--- src/rtl/dma_pkg.sv ---
// Purpose: shared constants and types of the four-channel cycle-steal dma
// Assumes: one clock, plain register port, 32-bit memory bus
// Notes:   register index is addr[7:4] = field, addr[3:2] = channel
package dma_pkg;
  localparam int unsigned NUM_CH    = 4;          // channels
  localparam int unsigned AW        = 32;         // address width
  localparam int unsigned DW        = 32;         // data width
  localparam int unsigned CNT_W     = 32;         // transfer count width
  localparam int unsigned SRC_W     = 32;         // request source lines
  localparam int unsigned RA_W      = 8;          // register address width

  // register fields (addr[7:4])
  localparam logic [3:0] F_MODE     = 4'h0;       // channel mode register
  localparam logic [3:0] F_COUNT    = 4'h1;       // transfer count
  localparam logic [3:0] F_CRELOAD  = 4'h2;       // count reload
  localparam logic [3:0] F_SRC      = 4'h3;       // source pointer
  localparam logic [3:0] F_SRELOAD  = 4'h4;       // source reload
  localparam logic [3:0] F_DST      = 4'h5;       // dest pointer
  localparam logic [3:0] F_DRELOAD  = 4'h6;       // dest reload
  localparam logic [3:0] F_SEL      = 4'h7;       // source select register
  localparam logic [3:0] F_SEL2     = 4'h8;       // extended select register
  localparam logic [3:0] F_STATUS   = 4'h9;       // status (read only)

  // mode, sel2 and status register fields
  localparam int unsigned MD_LO     = 0;          // transfer mode bits [1:0]
  localparam int unsigned SZ_LO     = 2;          // unit size bits [3:2]
  localparam int unsigned SINC_BIT  = 4;          // source increments
  localparam int unsigned DINC_BIT  = 5;          // dest increments
  localparam int unsigned SWREQ_BIT = 5;          // sw request in sel2
  localparam int unsigned DONE_BIT  = 0;          // status: run completed
  localparam int unsigned BUSY_BIT  = 1;          // status: request pending
  localparam int unsigned TC_BIT    = 2;          // status: complete irq

  localparam logic [1:0] MODE_OFF    = 2'b00;     // disabled
  localparam logic [1:0] MODE_SINGLE = 2'b01;     // single transfer
  localparam logic [1:0] MODE_REPEAT = 2'b11;     // repeat transfer

  localparam logic [1:0] SZ_8       = 2'b00;      // byte unit
  localparam logic [1:0] SZ_16      = 2'b01;      // halfword unit
  localparam logic [1:0] SZ_32      = 2'b10;      // word unit

  localparam logic [4:0] SEL_EXT    = 5'h00;      // redirect to sel2
  localparam logic [4:0] SEL_MASK   = 5'h1F;      // select field mask

  // 64-mbyte space: low 32 mbyte and high 32 mbyte window
  localparam logic [AW-1:0] LOW_LIMIT  = 32'h01FF_FFFF; // low top
  localparam logic [AW-1:0] HIGH_BASE  = 32'hFE00_0000; // high base
  localparam logic [CNT_W-1:0] CNT_ONE = 32'h0000_0001; // last unit
  localparam logic [CNT_W-1:0] CNT_ZERO = 32'h0000_0000; // run done
  localparam logic [DW-1:0] ZERO_W     = 32'h0000_0000; // zero word

  typedef enum logic [3:0] {
    ST_IDLE  = 4'b0001,                           // waiting for request
    ST_READ  = 4'b0010,                           // source read cycle
    ST_WRITE = 4'b0100,                           // dest write cycle
    ST_DONE  = 4'b1000                            // update pointers
  } xfer_state_t;
endpackage

--- src/rtl/dma_req_if.sv ---
// Purpose: carries the request/grant pairing between arbiter and engine
// Assumes: single clock domain
// Notes:   arbiter owns req lines, engine owns the ack pulse
`timescale 1ns/100ps
interface dma_req_if;
  import dma_pkg::*;
  logic [NUM_CH-1:0] pend;                        // pending per channel
  logic [NUM_CH-1:0] ack;                         // taken by engine
  modport arb (output pend, input ack);           // request side
  modport eng (input pend, output ack);           // engine side
endinterface

--- src/rtl/dma_req_latch.sv ---
// Purpose: per-channel trigger selection and pending request latch
// Assumes: trigger inputs synchronous to core_clk, one pulse per event
// Notes:   requests ignore any interrupt mask and leave sources alone
`timescale 1ns/100ps
module dma_req_latch
  import dma_pkg::*;
(
  input  wire logic              core_clk,        // system clock
  input  wire logic              rst_n,           // async reset, low
  input  wire logic [SRC_W-1:0]  trig,            // hardware triggers
  input  wire logic [NUM_CH*5-1:0] sel,           // select fields
  input  wire logic [NUM_CH*5-1:0] sel2,          // extended selects
  input  wire logic [NUM_CH-1:0] sw_req,          // software strobes
  input  wire logic [NUM_CH-1:0] enable,          // channel armed
  dma_req_if.arb                 rq               // to engine
);
  // selection decoding, used by every channel
  function automatic logic [4:0] pick(input logic [4:0] s,
                                      input logic [4:0] s2);
    pick = (s == SEL_EXT) ? s2 : s;
  endfunction

  logic              pend_q [NUM_CH];             // latched requests

  for (genvar c = 0; c < NUM_CH; c++) begin : g_ch
    assign rq.pend[c] = pend_q[c];                // one element per process
    wire logic [4:0] code = pick(sel[c*5 +: 5], sel2[c*5 +: 5]); // RL18
    // code 0 after redirect means no hardware source
    wire logic hw = (code != SEL_EXT) && trig[code];    // RL14 RL16
    wire logic set = enable[c] && (hw || sw_req[c]);     // RL17
    // new request wins over the ack in the same cycle
    always_ff @(posedge core_clk or negedge rst_n) begin
      if (!rst_n) begin
        pend_q[c] <= 1'b0;
      end else if (set) begin
        pend_q[c] <= 1'b1;
      end else if (rq.ack[c] || !enable[c]) begin
        pend_q[c] <= 1'b0;                        // RL13
      end
    end
  end
endmodule

--- src/rtl/dma_core.sv ---
// Purpose: four-channel cycle-steal dma engine with register port
// Assumes: memory bus answers reads in the same cycle that mem_rd is high
// Notes:   one unit per request; bus_req takes priority over the cpu
//
// Summary of operation
// RL1: four channels, one 8/16/32-bit unit per request
// RL2: dma wins the shared bus over cpu
// RL3: channel 0 highest, channel 3 lowest
// RL4: addresses in low or high 32-mbyte region
// RL5: 32-bit counter covers maximum run
// RL6: pointers increment or stay fixed
// RL7: single mode stops at count zero
// RL8: repeat mode reloads count and continues
// RL9: repeat reloads count, source, dest at one-to-zero
// RL10: complete irq exactly at one-to-zero
// RL11: single starts if count nonzero, mode 01
// RL12: repeat starts if count nonzero, mode 11
// RL13: mode 00 disables and stops channel
// RL14: triggers from pins, timers, serial, converter, sw
// RL15: reload registers unused in single mode
// RL16: requests ignore masks, leave pending flags alone
// RL17: software request bit write is a request
// RL18: five-bit select with extended redirect code
// RL19: each unit decrements count, advances pointers
`timescale 1ns/100ps
module dma_core
  import dma_pkg::*;
(
  input  wire logic              core_clk,        // 10 mhz system clock
  input  wire logic              rst_n,           // async reset, low
  input  wire logic [RA_W-1:0]   reg_addr,        // register byte address
  input  wire logic [DW-1:0]     reg_wdata,       // register write data
  input  wire logic              reg_wr,          // write strobe
  input  wire logic              reg_rd,          // read strobe
  output logic      [DW-1:0]     reg_rdata,       // read data, next cycle
  input  wire logic [SRC_W-1:0]  trig,            // hardware triggers
  output logic                   bus_req,         // own the shared bus
  input  wire logic              cpu_bus_req,     // cpu wants the bus
  output logic                   cpu_bus_gnt,     // cpu may use the bus
  output logic      [AW-1:0]     mem_addr,        // memory address
  output logic                   mem_rd,          // memory read strobe
  output logic                   mem_wr,          // memory write strobe
  output logic      [1:0]        mem_size,        // unit size code
  output logic      [DW-1:0]     mem_wdata,       // memory write data
  input  wire logic [DW-1:0]     mem_rdata,       // memory read data
  output logic      [NUM_CH-1:0] tc_irq           // complete pulse
);
  // per-channel register arrays
  logic [5:0]       mode_q   [NUM_CH];            // mode register
  logic [CNT_W-1:0] cnt_q    [NUM_CH];            // transfer count
  logic [CNT_W-1:0] crl_q    [NUM_CH];            // count reload
  logic [AW-1:0]    src_q    [NUM_CH];            // source pointer
  logic [AW-1:0]    srl_q    [NUM_CH];            // source reload
  logic [AW-1:0]    dst_q    [NUM_CH];            // dest pointer
  logic [AW-1:0]    drl_q    [NUM_CH];            // dest reload
  logic [4:0]       sel_q    [NUM_CH];            // source select
  logic [4:0]       sel2_q   [NUM_CH];            // extended select
  logic              done_q   [NUM_CH];           // run finished flags

  // engine state
  xfer_state_t       st_q;                        // one-hot state
  logic [1:0]        ch_q;                        // channel in service
  logic [DW-1:0]     data_q;                      // unit in flight

  dma_req_if rq ();                               // request pairing

  // address decode shared by reads and writes
  wire logic [3:0] fld = reg_addr[7:4];           // register field
  wire logic [1:0] rch = reg_addr[3:2];           // addressed channel
  wire logic       wsel2 = reg_wr && (fld == F_SEL2);

  // channel can start: count nonzero and mode single or repeat
  function automatic logic armed(input logic [1:0] m,
                                 input logic [CNT_W-1:0] c);
    armed = (c != CNT_ZERO) &&
            ((m == MODE_SINGLE) || (m == MODE_REPEAT)); // RL11 RL12
  endfunction

  // unit size in bytes for pointer stepping
  function automatic logic [AW-1:0] step(input logic [1:0] sz);
    step = (sz == SZ_32) ? 32'h0000_0004 :
           (sz == SZ_16) ? 32'h0000_0002 : 32'h0000_0001;
  endfunction

  // keep a pointer inside the 64-mbyte space
  function automatic logic [AW-1:0] fold(input logic [AW-1:0] a);
    fold = (a > LOW_LIMIT && a < HIGH_BASE) ? (a & LOW_LIMIT) : a; // RL4
  endfunction

  logic [NUM_CH-1:0] en_w;                        // channel armed
  logic [NUM_CH*5-1:0] sel_w;                     // packed selects
  logic [NUM_CH*5-1:0] sel2_w;                    // packed ext selects
  logic [NUM_CH-1:0] sw_w;                        // sw request writes
  for (genvar c = 0; c < NUM_CH; c++) begin : g_pack
    assign en_w[c]         = armed(mode_q[c][1:0], cnt_q[c]);
    assign sel_w[c*5 +: 5]  = sel_q[c];
    assign sel2_w[c*5 +: 5] = sel2_q[c];
    assign sw_w[c] = wsel2 && (rch == 2'(c)) &&
                     reg_wdata[SWREQ_BIT];        // RL17
  end

  dma_req_latch u_req (
    .core_clk (core_clk),
    .rst_n    (rst_n),
    .trig     (trig),
    .sel      (sel_w),
    .sel2     (sel2_w),
    .sw_req   (sw_w),
    .enable   (en_w),
    .rq       (rq.arb)
  );

  // fixed priority: lowest index wins
  wire logic       any_p = |rq.pend;
  wire logic [1:0] win   = rq.pend[0] ? 2'd0 :
                           rq.pend[1] ? 2'd1 :
                           rq.pend[2] ? 2'd2 : 2'd3; // RL3
  wire logic       start = (st_q == ST_IDLE) && any_p;
  assign rq.ack = start ? (NUM_CH'(1) << win) : '0;

  // live channel fields
  wire logic [1:0] c_sz   = mode_q[ch_q][SZ_LO +: 2];
  wire logic       c_rep  = mode_q[ch_q][1:0] == MODE_REPEAT;
  wire logic       c_last = cnt_q[ch_q] == CNT_ONE;
  wire logic       fin    = st_q == ST_DONE;

  // engine state machine: idle, read, write, update
  always_ff @(posedge core_clk or negedge rst_n) begin
    if (!rst_n) begin
      st_q <= ST_IDLE;
      ch_q <= 2'd0;
    end else begin
      unique case (st_q)
        ST_IDLE: if (start) begin
          st_q <= ST_READ;                        // RL1
          ch_q <= win;
        end
        ST_READ:  st_q <= ST_WRITE;
        ST_WRITE: st_q <= ST_DONE;
        ST_DONE:  st_q <= ST_IDLE;
        default:  st_q <= ST_IDLE;
      endcase
    end
  end

  // bus signals, registered; dma holds bus ahead of cpu
  always_ff @(posedge core_clk or negedge rst_n) begin
    if (!rst_n) begin
      bus_req     <= 1'b0;
      cpu_bus_gnt <= 1'b0;
      mem_addr    <= ZERO_W;
      mem_rd      <= 1'b0;
      mem_wr      <= 1'b0;
      mem_size    <= SZ_8;
      mem_wdata   <= ZERO_W;
      data_q      <= ZERO_W;
    end else begin
      bus_req     <= start || (st_q == ST_READ);          // RL2
      cpu_bus_gnt <= cpu_bus_req && !start &&
                     (st_q != ST_READ);                    // RL2
      mem_rd      <= start;
      mem_wr      <= st_q == ST_READ;
      mem_size    <= start ? mode_q[win][SZ_LO +: 2] : mem_size;
      if (start) begin
        mem_addr <= src_q[win];
      end else if (st_q == ST_READ) begin
        mem_addr <= dst_q[ch_q];
      end
      if (st_q == ST_READ) begin
        data_q    <= mem_rdata;
        mem_wdata <= mem_rdata;
      end
    end
  end

  // complete pulse exactly on the one-to-zero step
  always_ff @(posedge core_clk or negedge rst_n) begin
    if (!rst_n) begin
      tc_irq <= '0;
    end else begin
      tc_irq <= (fin && c_last) ? (NUM_CH'(1) << ch_q) : '0; // RL10
    end
  end

  // channel registers: software writes, engine updates after a unit
  for (genvar c = 0; c < NUM_CH; c++) begin : g_regs
    wire logic hit  = reg_wr && (rch == 2'(c));
    wire logic mine = fin && (ch_q == 2'(c));
    wire logic rep  = mine && c_last && c_rep;    // RL9 RL15
    always_ff @(posedge core_clk or negedge rst_n) begin
      if (!rst_n) begin
        mode_q[c] <= '0;
        cnt_q[c]  <= CNT_ZERO;
        crl_q[c]  <= CNT_ZERO;
        src_q[c]  <= ZERO_W;
        srl_q[c]  <= ZERO_W;
        dst_q[c]  <= ZERO_W;
        drl_q[c]  <= ZERO_W;
        sel_q[c]  <= SEL_EXT;
        sel2_q[c] <= SEL_EXT;
        done_q[c] <= 1'b0;
      end else begin
        if (hit && fld == F_MODE) mode_q[c] <= reg_wdata[5:0]; // RL13
        if (hit && fld == F_CRELOAD) crl_q[c] <= reg_wdata;
        if (hit && fld == F_SRELOAD) srl_q[c] <= fold(reg_wdata);
        if (hit && fld == F_DRELOAD) drl_q[c] <= fold(reg_wdata);
        if (hit && fld == F_SEL) sel_q[c] <= reg_wdata[4:0] & SEL_MASK;
        if (hit && fld == F_SEL2) sel2_q[c] <= reg_wdata[4:0] & SEL_MASK;
        // engine update beats software write in the same cycle
        if (rep) begin
          cnt_q[c] <= crl_q[c];                   // RL8 RL9
          src_q[c] <= srl_q[c];                   // RL9
          dst_q[c] <= drl_q[c];                   // RL9
        end else if (mine) begin
          cnt_q[c] <= cnt_q[c] - CNT_ONE;         // RL19 RL5
          if (mode_q[c][SINC_BIT])
            src_q[c] <= fold(src_q[c] + step(c_sz)); // RL6 RL19
          if (mode_q[c][DINC_BIT])
            dst_q[c] <= fold(dst_q[c] + step(c_sz)); // RL6 RL19
        end else begin
          if (hit && fld == F_COUNT) cnt_q[c] <= reg_wdata;
          if (hit && fld == F_SRC) src_q[c] <= fold(reg_wdata); // RL4
          if (hit && fld == F_DST) dst_q[c] <= fold(reg_wdata); // RL4
        end
        // single run ends at zero and stays idle
        if (mine && c_last && !c_rep) begin
          done_q[c] <= 1'b1;                      // RL7
        end else if (hit && (fld == F_COUNT || fld == F_MODE)) begin
          done_q[c] <= 1'b0;
        end
      end
    end
  end

  // read mux, one cycle latency
  logic [DW-1:0] rd_w;                            // selected word
  always_comb begin
    rd_w = ZERO_W;
    unique case (fld)
      F_MODE:    rd_w = {26'h0, mode_q[rch]};
      F_COUNT:   rd_w = cnt_q[rch];
      F_CRELOAD: rd_w = crl_q[rch];
      F_SRC:     rd_w = src_q[rch];
      F_SRELOAD: rd_w = srl_q[rch];
      F_DST:     rd_w = dst_q[rch];
      F_DRELOAD: rd_w = drl_q[rch];
      F_SEL:     rd_w = {27'h0, sel_q[rch]};
      F_SEL2:    rd_w = {27'h0, sel2_q[rch]};
      F_STATUS:  rd_w = {29'h0, tc_irq[rch], rq.pend[rch], done_q[rch]};
      default:   rd_w = ZERO_W;                   // unmapped reads zero
    endcase
  end

  always_ff @(posedge core_clk or negedge rst_n) begin
    if (!rst_n) begin
      reg_rdata <= ZERO_W;
    end else begin
      reg_rdata <= reg_rd ? rd_w : ZERO_W;
    end
  end
endmodule

--- config.mk ---
export PLATFORM = sky130hd
export DESIGN_NAME = dma_core
export DESIGN_NICKNAME = d
export VERILOG_FILES = /design/src/rtl/dma_pkg.sv /design/src/rtl/dma_req_if.sv /design/src/rtl/dma_req_latch.sv /design/src/rtl/dma_core.sv
export SDC_FILE = /design/constraint.sdc
export NUM_CORES = 2
export LEC_CHECK = 0
export BUFFER_PORTS_ARGS = -buffer_cell sky130_fd_sc_hd__buf_2
export CORE_UTILIZATION = 38
export DETAILED_ROUTE_END_ITERATION = 10
export SKIP_CTS_REPAIR_TIMING = 1
export SYNTH_ARGS = -nofsm -noshare
export SYNTH_HDL_FRONTEND = slang
export SYNTH_HIERARCHICAL = 1
export SYNTH_SLANG_ARGS = --single-unit
export TNS_END_PERCENT = 20
--- constraint.sdc ---
create_clock -name core_clk -period 7 [get_ports core_clk]
set_input_delay 1.75 -clock core_clk [delete_from_list [all_inputs] [get_ports core_clk]]
set_output_delay 1.75 -clock core_clk [all_outputs]
set_load 0.1 [all_outputs]
# --- Yosys cells after proc, flatten, opt, wreduce, memory -nomap -nowiden ---
# Cells that the tools add are included.
op_classes:
  n_mux: 143
  add_sub_neg: 12
  eq_ne: 41
  order_cmp: 26
  shift: 2
  bitwise: 3
  n_reduce_logical: 160
op_table:
  columns: ["cell", "count"]
  rows:
  - ["$mux 32", 74]
  - ["$bmux 32 s2", 9]
  - ["$pmux 32 s10", 1]
  - ["$gt 32x25->1 const B", 9]
  - ["$lt 32x32->1 const B", 9]
  - ["$add 32x32->32", 7]
  - ["$reduce_bool 32->1", 4]
  - ["$sub 32x1->32 const B", 4]
  - ["$logic_and 1x1->1", 94]
  - ["$mux 5", 8]
  - ["$bmux 6 s2", 3]
  - ["$reduce_bool 3->1", 12]
  - ["$add 32x3->32", 1]
  - ["$eq 32x1->1 const B", 1]
  - ["$mux 4", 7]
  - ["$mux 1", 25]
  - ["$lt 5x6->1 const B", 4]
  - ["$ne 3x2->1 const B", 8]
  - ["$bmux 1 s5", 4]
  - ["$bmux 5 s2", 2]
  - ["$eq 2x2->1 const B", 10]
  - ["$eq 4x3->1 const B", 5]
  - ["$logic_not 5->1", 4]
  - ["$reduce_bool 5->1", 4]
  - ["other kinds (22)", 78]
totals:
  elab_cells: 442
  regBits: 952
  input_bits: 109

# --- Longest topological paths before layout ---
logic_depth:
  word_depth: 14
  mapped_depth: 19

# --- Modules after synthesis ---
# Netlist, hierarchy kept.
by_module_without_submodules:
  columns: ["module", "area_per_inst_um2", "cells_per_inst", "instances"]
  rows:
  - ["dma_core", 55519.5, 5530, 1]
  - ["dma_req_latch", 1674.1, 215, 1]

# --- Worst setup path before layout ---
# Ideal clock, no wire load.
synth_timing:
  path_type: "flip-flop to flip-flop"
  start: "reg ch_q[0]"
  end: "reg dst_q[89] in the netlist's numbering"
  setup_ns: 0.067
  t_required_ns: 6.933
  stages_incl_launch_ff: 18
  setup_slack_ns: 1.404
  arrival_ns: 5.530
  n_path_buf: 4
  synth_period_minus_slack_ns: 5.596
  path_cell_list: "dfrtp_1 > buf_1 > buf_1 > mux4_2 > inv_1 > ha_1 > clkbuf_1 > buf_1 > xor2_1 > ha_1 > a21oi_1 > o21a_1 > nor4b_1 > nand4_1 > o211ai_1 > a21oi_1 > o41ai_1 > o221a_2"
synth_between:
  elab_chain_len: 14
synth_rtl:
  columns: ["item", "line", "source"]
  rows:
  - ["from (decl)", "dma_core.sv:62", "logic [1:0] ch_q;"]
  - ["from (signal assigned)", "dma_core.sv:136", "ch_q <= win;"]
  - ["$not 2->3 (not written as such)", "dma_core.sv:122, dma_core.sv:123, dma_core.sv:124", null]
  - ["$bmux 6 s2", "dma_core.sv:122, dma_core.sv:123", null]
  - ["$mux 4 (not written as such) (2 in a row)", "dma_core.sv:123", "wire logic c_rep = mode_q[ch_q][1:0] == MODE_REPEAT;"]
  - ["$eq 2x1->1", "dma_core.sv:82", "(sz == SZ_16) ? 32'h0000_0002 : 32'h0000_0001;"]
  - ["$mux 2", "dma_core.sv:82", null]
  - ["$mux 3", "dma_core.sv:81", "step = (sz == SZ_32) ? 32'h0000_0004 :"]
  - ["$add 32x32->32", "dma_core.sv:219", "dst_q[c] <= fold(dst_q[c] + step(c_sz));"]
  - ["$gt 32x25->1 / $lt 32x32->1 (equally long branches)", "dma_core.sv:87", "fold = (a > LOW_LIMIT && a < HIGH_BASE) ? (a & LOW_LIMIT) : a;"]
  - ["$logic_and 1x1->1", "dma_core.sv:87", null]
  - ["$mux 32", "dma_core.sv:87", null]
  - ["$mux 32", "dma_core.sv:218", "if (mode_q[c][DINC_BIT])"]
  - ["$mux 32", "dma_core.sv:214", "end else if (mine) begin"]
  - ["$mux 32", "dma_core.sv:210", "if (rep) begin"]
  - ["to (signal, indexed assignment)", "dma_core.sv:213", "dst_q[c] <= drl_q[c];"]
  - ["to (signal, indexed assignment)", "dma_core.sv:219", null]
  - ["to (signal, indexed assignment)", "dma_core.sv:223", "if (hit && fld == F_DST) dst_q[c] <= fold(reg_wdata);"]
  - ["to (decl)", "dma_core.sv:54", "logic [AW-1:0] dst_q [NUM_CH];"]
# Parallel ways exist; a longest one is shown, timed or not. The select of a mux whose other input is x is not followed.
# A chain may end at the register's enable or synchronous reset.

# --- Worst setup path in the final report ---
layout_timing:
  start: "reg ch_q[0]"
  end: "reg src_q[60] in the netlist's numbering"
layout_between:
  elab_chain_len: 14
layout_rtl:
  columns: ["item", "line", "source"]
  rows:
  - ["$not 2->3 (not written as such)", "dma_core.sv:122, dma_core.sv:123, dma_core.sv:124", null]
  - ["$bmux 6 s2", "dma_core.sv:122, dma_core.sv:123", null]
  - ["$mux 4 (not written as such) (2 in a row)", "dma_core.sv:123", null]
  - ["$eq 2x1->1", "dma_core.sv:82", null]
  - ["$mux 2", "dma_core.sv:82", null]
  - ["$mux 3", "dma_core.sv:81", null]
  - ["$add 32x32->32", "dma_core.sv:217", "src_q[c] <= fold(src_q[c] + step(c_sz));"]
  - ["$gt 32x25->1 / $lt 32x32->1 (equally long branches)", "dma_core.sv:87", null]
  - ["$logic_and 1x1->1", "dma_core.sv:87", null]
  - ["$mux 32", "dma_core.sv:87", null]
  - ["$mux 32", "dma_core.sv:216", "if (mode_q[c][SINC_BIT])"]
  - ["$mux 32", "dma_core.sv:214", null]
  - ["$mux 32", "dma_core.sv:210", null]
  - ["to (signal, indexed assignment)", "dma_core.sv:212", "src_q[c] <= srl_q[c];"]
  - ["to (signal, indexed assignment)", "dma_core.sv:217", null]
  - ["to (signal, indexed assignment)", "dma_core.sv:222", "if (hit && fld == F_SRC) src_q[c] <= fold(reg_wdata);"]
  - ["to (decl)", "dma_core.sv:52", "logic [AW-1:0] src_q [NUM_CH];"]
# Parallel ways exist; a longest one is shown, timed or not. The select of a mux whose other input is x is not followed.

==> flow_metrics.env <==
export IMPL_yosys_top_cells_count="dfrtp_1 (951), nand2_1 (557), a21oi_1 (506)"
export IMPL_synth_ff_type="dfrtp_1"
export IMPL_insertion_delay_ns=0.79
export IMPL_cts_tree="built"
export IMPL_drive_above_1_share_pct=23.2
export IMPL_max_slew_margin_rel_pct=11.6
export IMPL_max_vdd_ir_drop_uv=243
export IMPL_clockBufferDepth=3
export IMPL_drt_total_wl_um=283000
export IMPL_crit_required_ns=7.71
export IMPL_start_util_pct=38.5
export IMPL_max_cap_violations=0
export IMPL_finalSetupViolCount=0
export IMPL_gp_congestion=1.06
export IMPL_worst_setup_path_type="reg2reg"
export IMPL_die_x_um=390
export IMPL_cts_root_buf="clkbuf_16"
export IMPL_grt_antenna_before_repair=28
export IMPL_port_buffers=211
export IMPL_worst_pin_slew_ns=1.33
export IMPL_power_density_mw_per_mm2=313
export IMPL_min_path_type="reg2reg"
export IMPL_die_area_mm2=0.152
export IMPL_overflow=0
export IMPL_dieHeight_um=390
export IMPL_cp_arrival_ns=6.30
export IMPL_synth_largest_area_cell="dfrtp_1"
export IMPL_nets=5882
export IMPL_yosysWarnings=6
export IMPL_drt_iter0_markers=8187
export IMPL_rsz0062_at_grt="false"
export IMPL_syn_instance_count=5745
export IMPL_cp_max_fo=25
export IMPL_yosysTopAreaCellShare_pct=41.6
export IMPL_yosysMostFrequentCell="dfrtp_1"
export IMPL_grt_max_degree=162
export IMPL_slew_viol_final=0
export IMPL_end_kind="register"
export IMPL_synth_area_mm2=0.0572
export IMPL_synth_edf_count=0
export IMPL_yosys_top_cells_area="dfrtp_1 (42%), mux4_2 (10%), mux2_2 (7.7%)"
export IMPL_numCtsBuffers=110
export IMPL_fmax_ghz=0.179
export IMPL_area_growth_pct=13.0
export IMPL_syn_num_nets=5878
export IMPL_grt_pass1_wl_um=394000
export IMPL_status="completed"
export IMPL_layout_min_cycle_time_ns=5.59
export IMPL_synth_avg_cell_area_um2=9.96
export IMPL_finClkSkew_ns=0.0499
export IMPL_core_mm2=0.149
export IMPL_crit_path_start_kind="register"
export IMPL_drt_pre_antenna_iters=9
export IMPL_htreeDepth=3
export IMPL_power_leakage_uw=0.0270
export IMPL_hpwl_um=197000
export IMPL_ios=215
export IMPL_finalCritPeriodShare_pct=79.8
export IMPL_drc=0
export IMPL_globalRouteTotalUtil_pct=36.5
export IMPL_post_drt_wl_per_cell_um=36.0
export IMPL_yosysSeqAreaShare_pct=41.7
export IMPL_async_flop_share_pct=100
export IMPL_viasPerCell=6.84
export IMPL_fin_util_pct=43.5
export IMPL_hold_violations=0
export IMPL_ys_types=94
export IMPL_ant_nets=0
export IMPL_rows=141
export IMPL_vias=53748
export IMPL_path_clk_slew_ns=0.06
export IMPL_grt_pass1_vias=50226
export IMPL_clock_sinks=952
export IMPL_ys_ff_latch=952
export IMPL_tns_ns=0
==> power by group <==
group	total [µW]	internal (µW)	switching (µW)
clock network	6210	3580	2640
registers	7670	6390	1280
logic	6360	2010	4340
==> metal layers <==
| layer | track usage [%] | share of wire, % |
|---|---|---|
| met5 | 0 | 0.088 |
| met4 | 22.8 | 7.6 |
| met3 | 16.6 | 15 |
| met2 | 50.5 | 40 |
| met1 | 46.0 | 37 |
==> critical path, stage by stage, from the launching register on <==
cell	delay [ns]
dfrtp_4	0.58
mux4_2	0.60
inv_1	0.10
ha_1	0.83
xor2_1	0.14
ha_1	0.27
a211o_1	0.25
a32oi_1	0.25
buf_4	0.23
or3_1	0.73
and4b_1	0.30
nor3_1	0.08
o311a_1	0.35
o21ai_1	0.51
o221a_2	0.31
==> area by class of cell <==
type | instances | area (µm²)
inverter | 69 | 259
clock buffer | 159 | 3220
timing repair buffer | 382 | 2530
tap | 2002 | 2500
sequential | 952 | 23800
fill | 14295 | 83900
clock inverter | 48 | 618
multi-input combinational | 4234 | 31600
antenna | 13 | 32.5
==> cell usage in the layout (no fill, tap or decap), drive strengths merged, types with 17 or more instances in the layout <==
cell type and count:
xor2 108, buf 382, a211o 23, o221a 35, mux2i 76, clkbuf 159
o211ai 89, nand3 124, a21o 74, and4 22, nand3b 21, nand2 557
nor4 50, and2 32, nand2b 20, a311oi 19, dfrtp 951, a21oi 508
inv 74, clkinv 30, ha 24, mux4 254, a211oi 110, o22ai 47
nand4 60, o31ai 20, a22oi 102, nor3 100, o21ai 310, nor2 469
and3 51, nor2b 30, mux2 392, xnor2 118, a31oi 135, o41ai 17
or4 25, or3 19
==> worst paths after layout <==
kind | startpoint | endpoint | slack, ns | cells past startpoint
max | ch_q[0]$_DFFE_PN0P_ | src_q[60]$_DFFE_PN0P_ | 1.41 | 14
min | mem_wdata[12]$_DFFE_PN0P_ | mem_wdata[12]$_DFFE_PN0P_ | 0.47 | 2
max reg2reg | ch_q[0]$_DFFE_PN0P_ | src_q[60]$_DFFE_PN0P_ | 1.41 | 14
min reg2reg | mem_wdata[12]$_DFFE_PN0P_ | mem_wdata[12]$_DFFE_PN0P_ | 0.47 | 2
max in group asynchronous | rst_n | crl_q[36]$_DFFE_PN0P_ | 4.32 | 2
min in group asynchronous | rst_n | crl_q[32]$_DFFE_PN0P_ | 0.97 | 1
==> flip-flops by register name, summed over array words and instances, names as in the netlist <==
register / count
bus_req: 1
ch_q: 2
cnt_q: 128
cpu_bus_gnt: 1
crl_q: 128
done_q: 4
drl_q: 128
dst_q: 128
mem_addr: 32
mem_rd: 1
mem_size: 2
mem_wdata: 32
mem_wr: 1
mode_q: 24
reg_rdata: 32
sel2_q: 20
sel_q: 20
src_q: 128
srl_q: 128
st_q: 4
tc_irq: 4
u_req/rq.pend: 4
==> per-stage QoR <==
step	total power (µW)	setup slack [ns]	hold slack (ns)	area (µm²)	std cells
final	20200	1.41	0.468	64600	7859
after global routing	20800	1.24	0.490	64600	7848
after CTS	20000	1.62	0.471	64600	7846
after detailed placement	13800	1.64	0.457	60800	7639
after global placement	13700	1.74	0.456	60700	7638
after floorplan	11600	1.40	0.451	57200	5745
==> cell families (layout without fill, tap and decap cells) <==
kind of cell,count (synthesis),after routing,synth area share (%)
buffers and inverters,559,658,3.80
AND/OR/NAND/NOR,1622,1622,13.1
adder cells (fa/ha/maj),24,24,0.525
multiplexers,722,722,19.1
other,0,13,0
AO/OA/AOI/OAI,1640,1640,18.4
flip-flops,952,952,41.7
XOR/XNOR,226,226,3.46
Power figures use the tool's default switching activity.
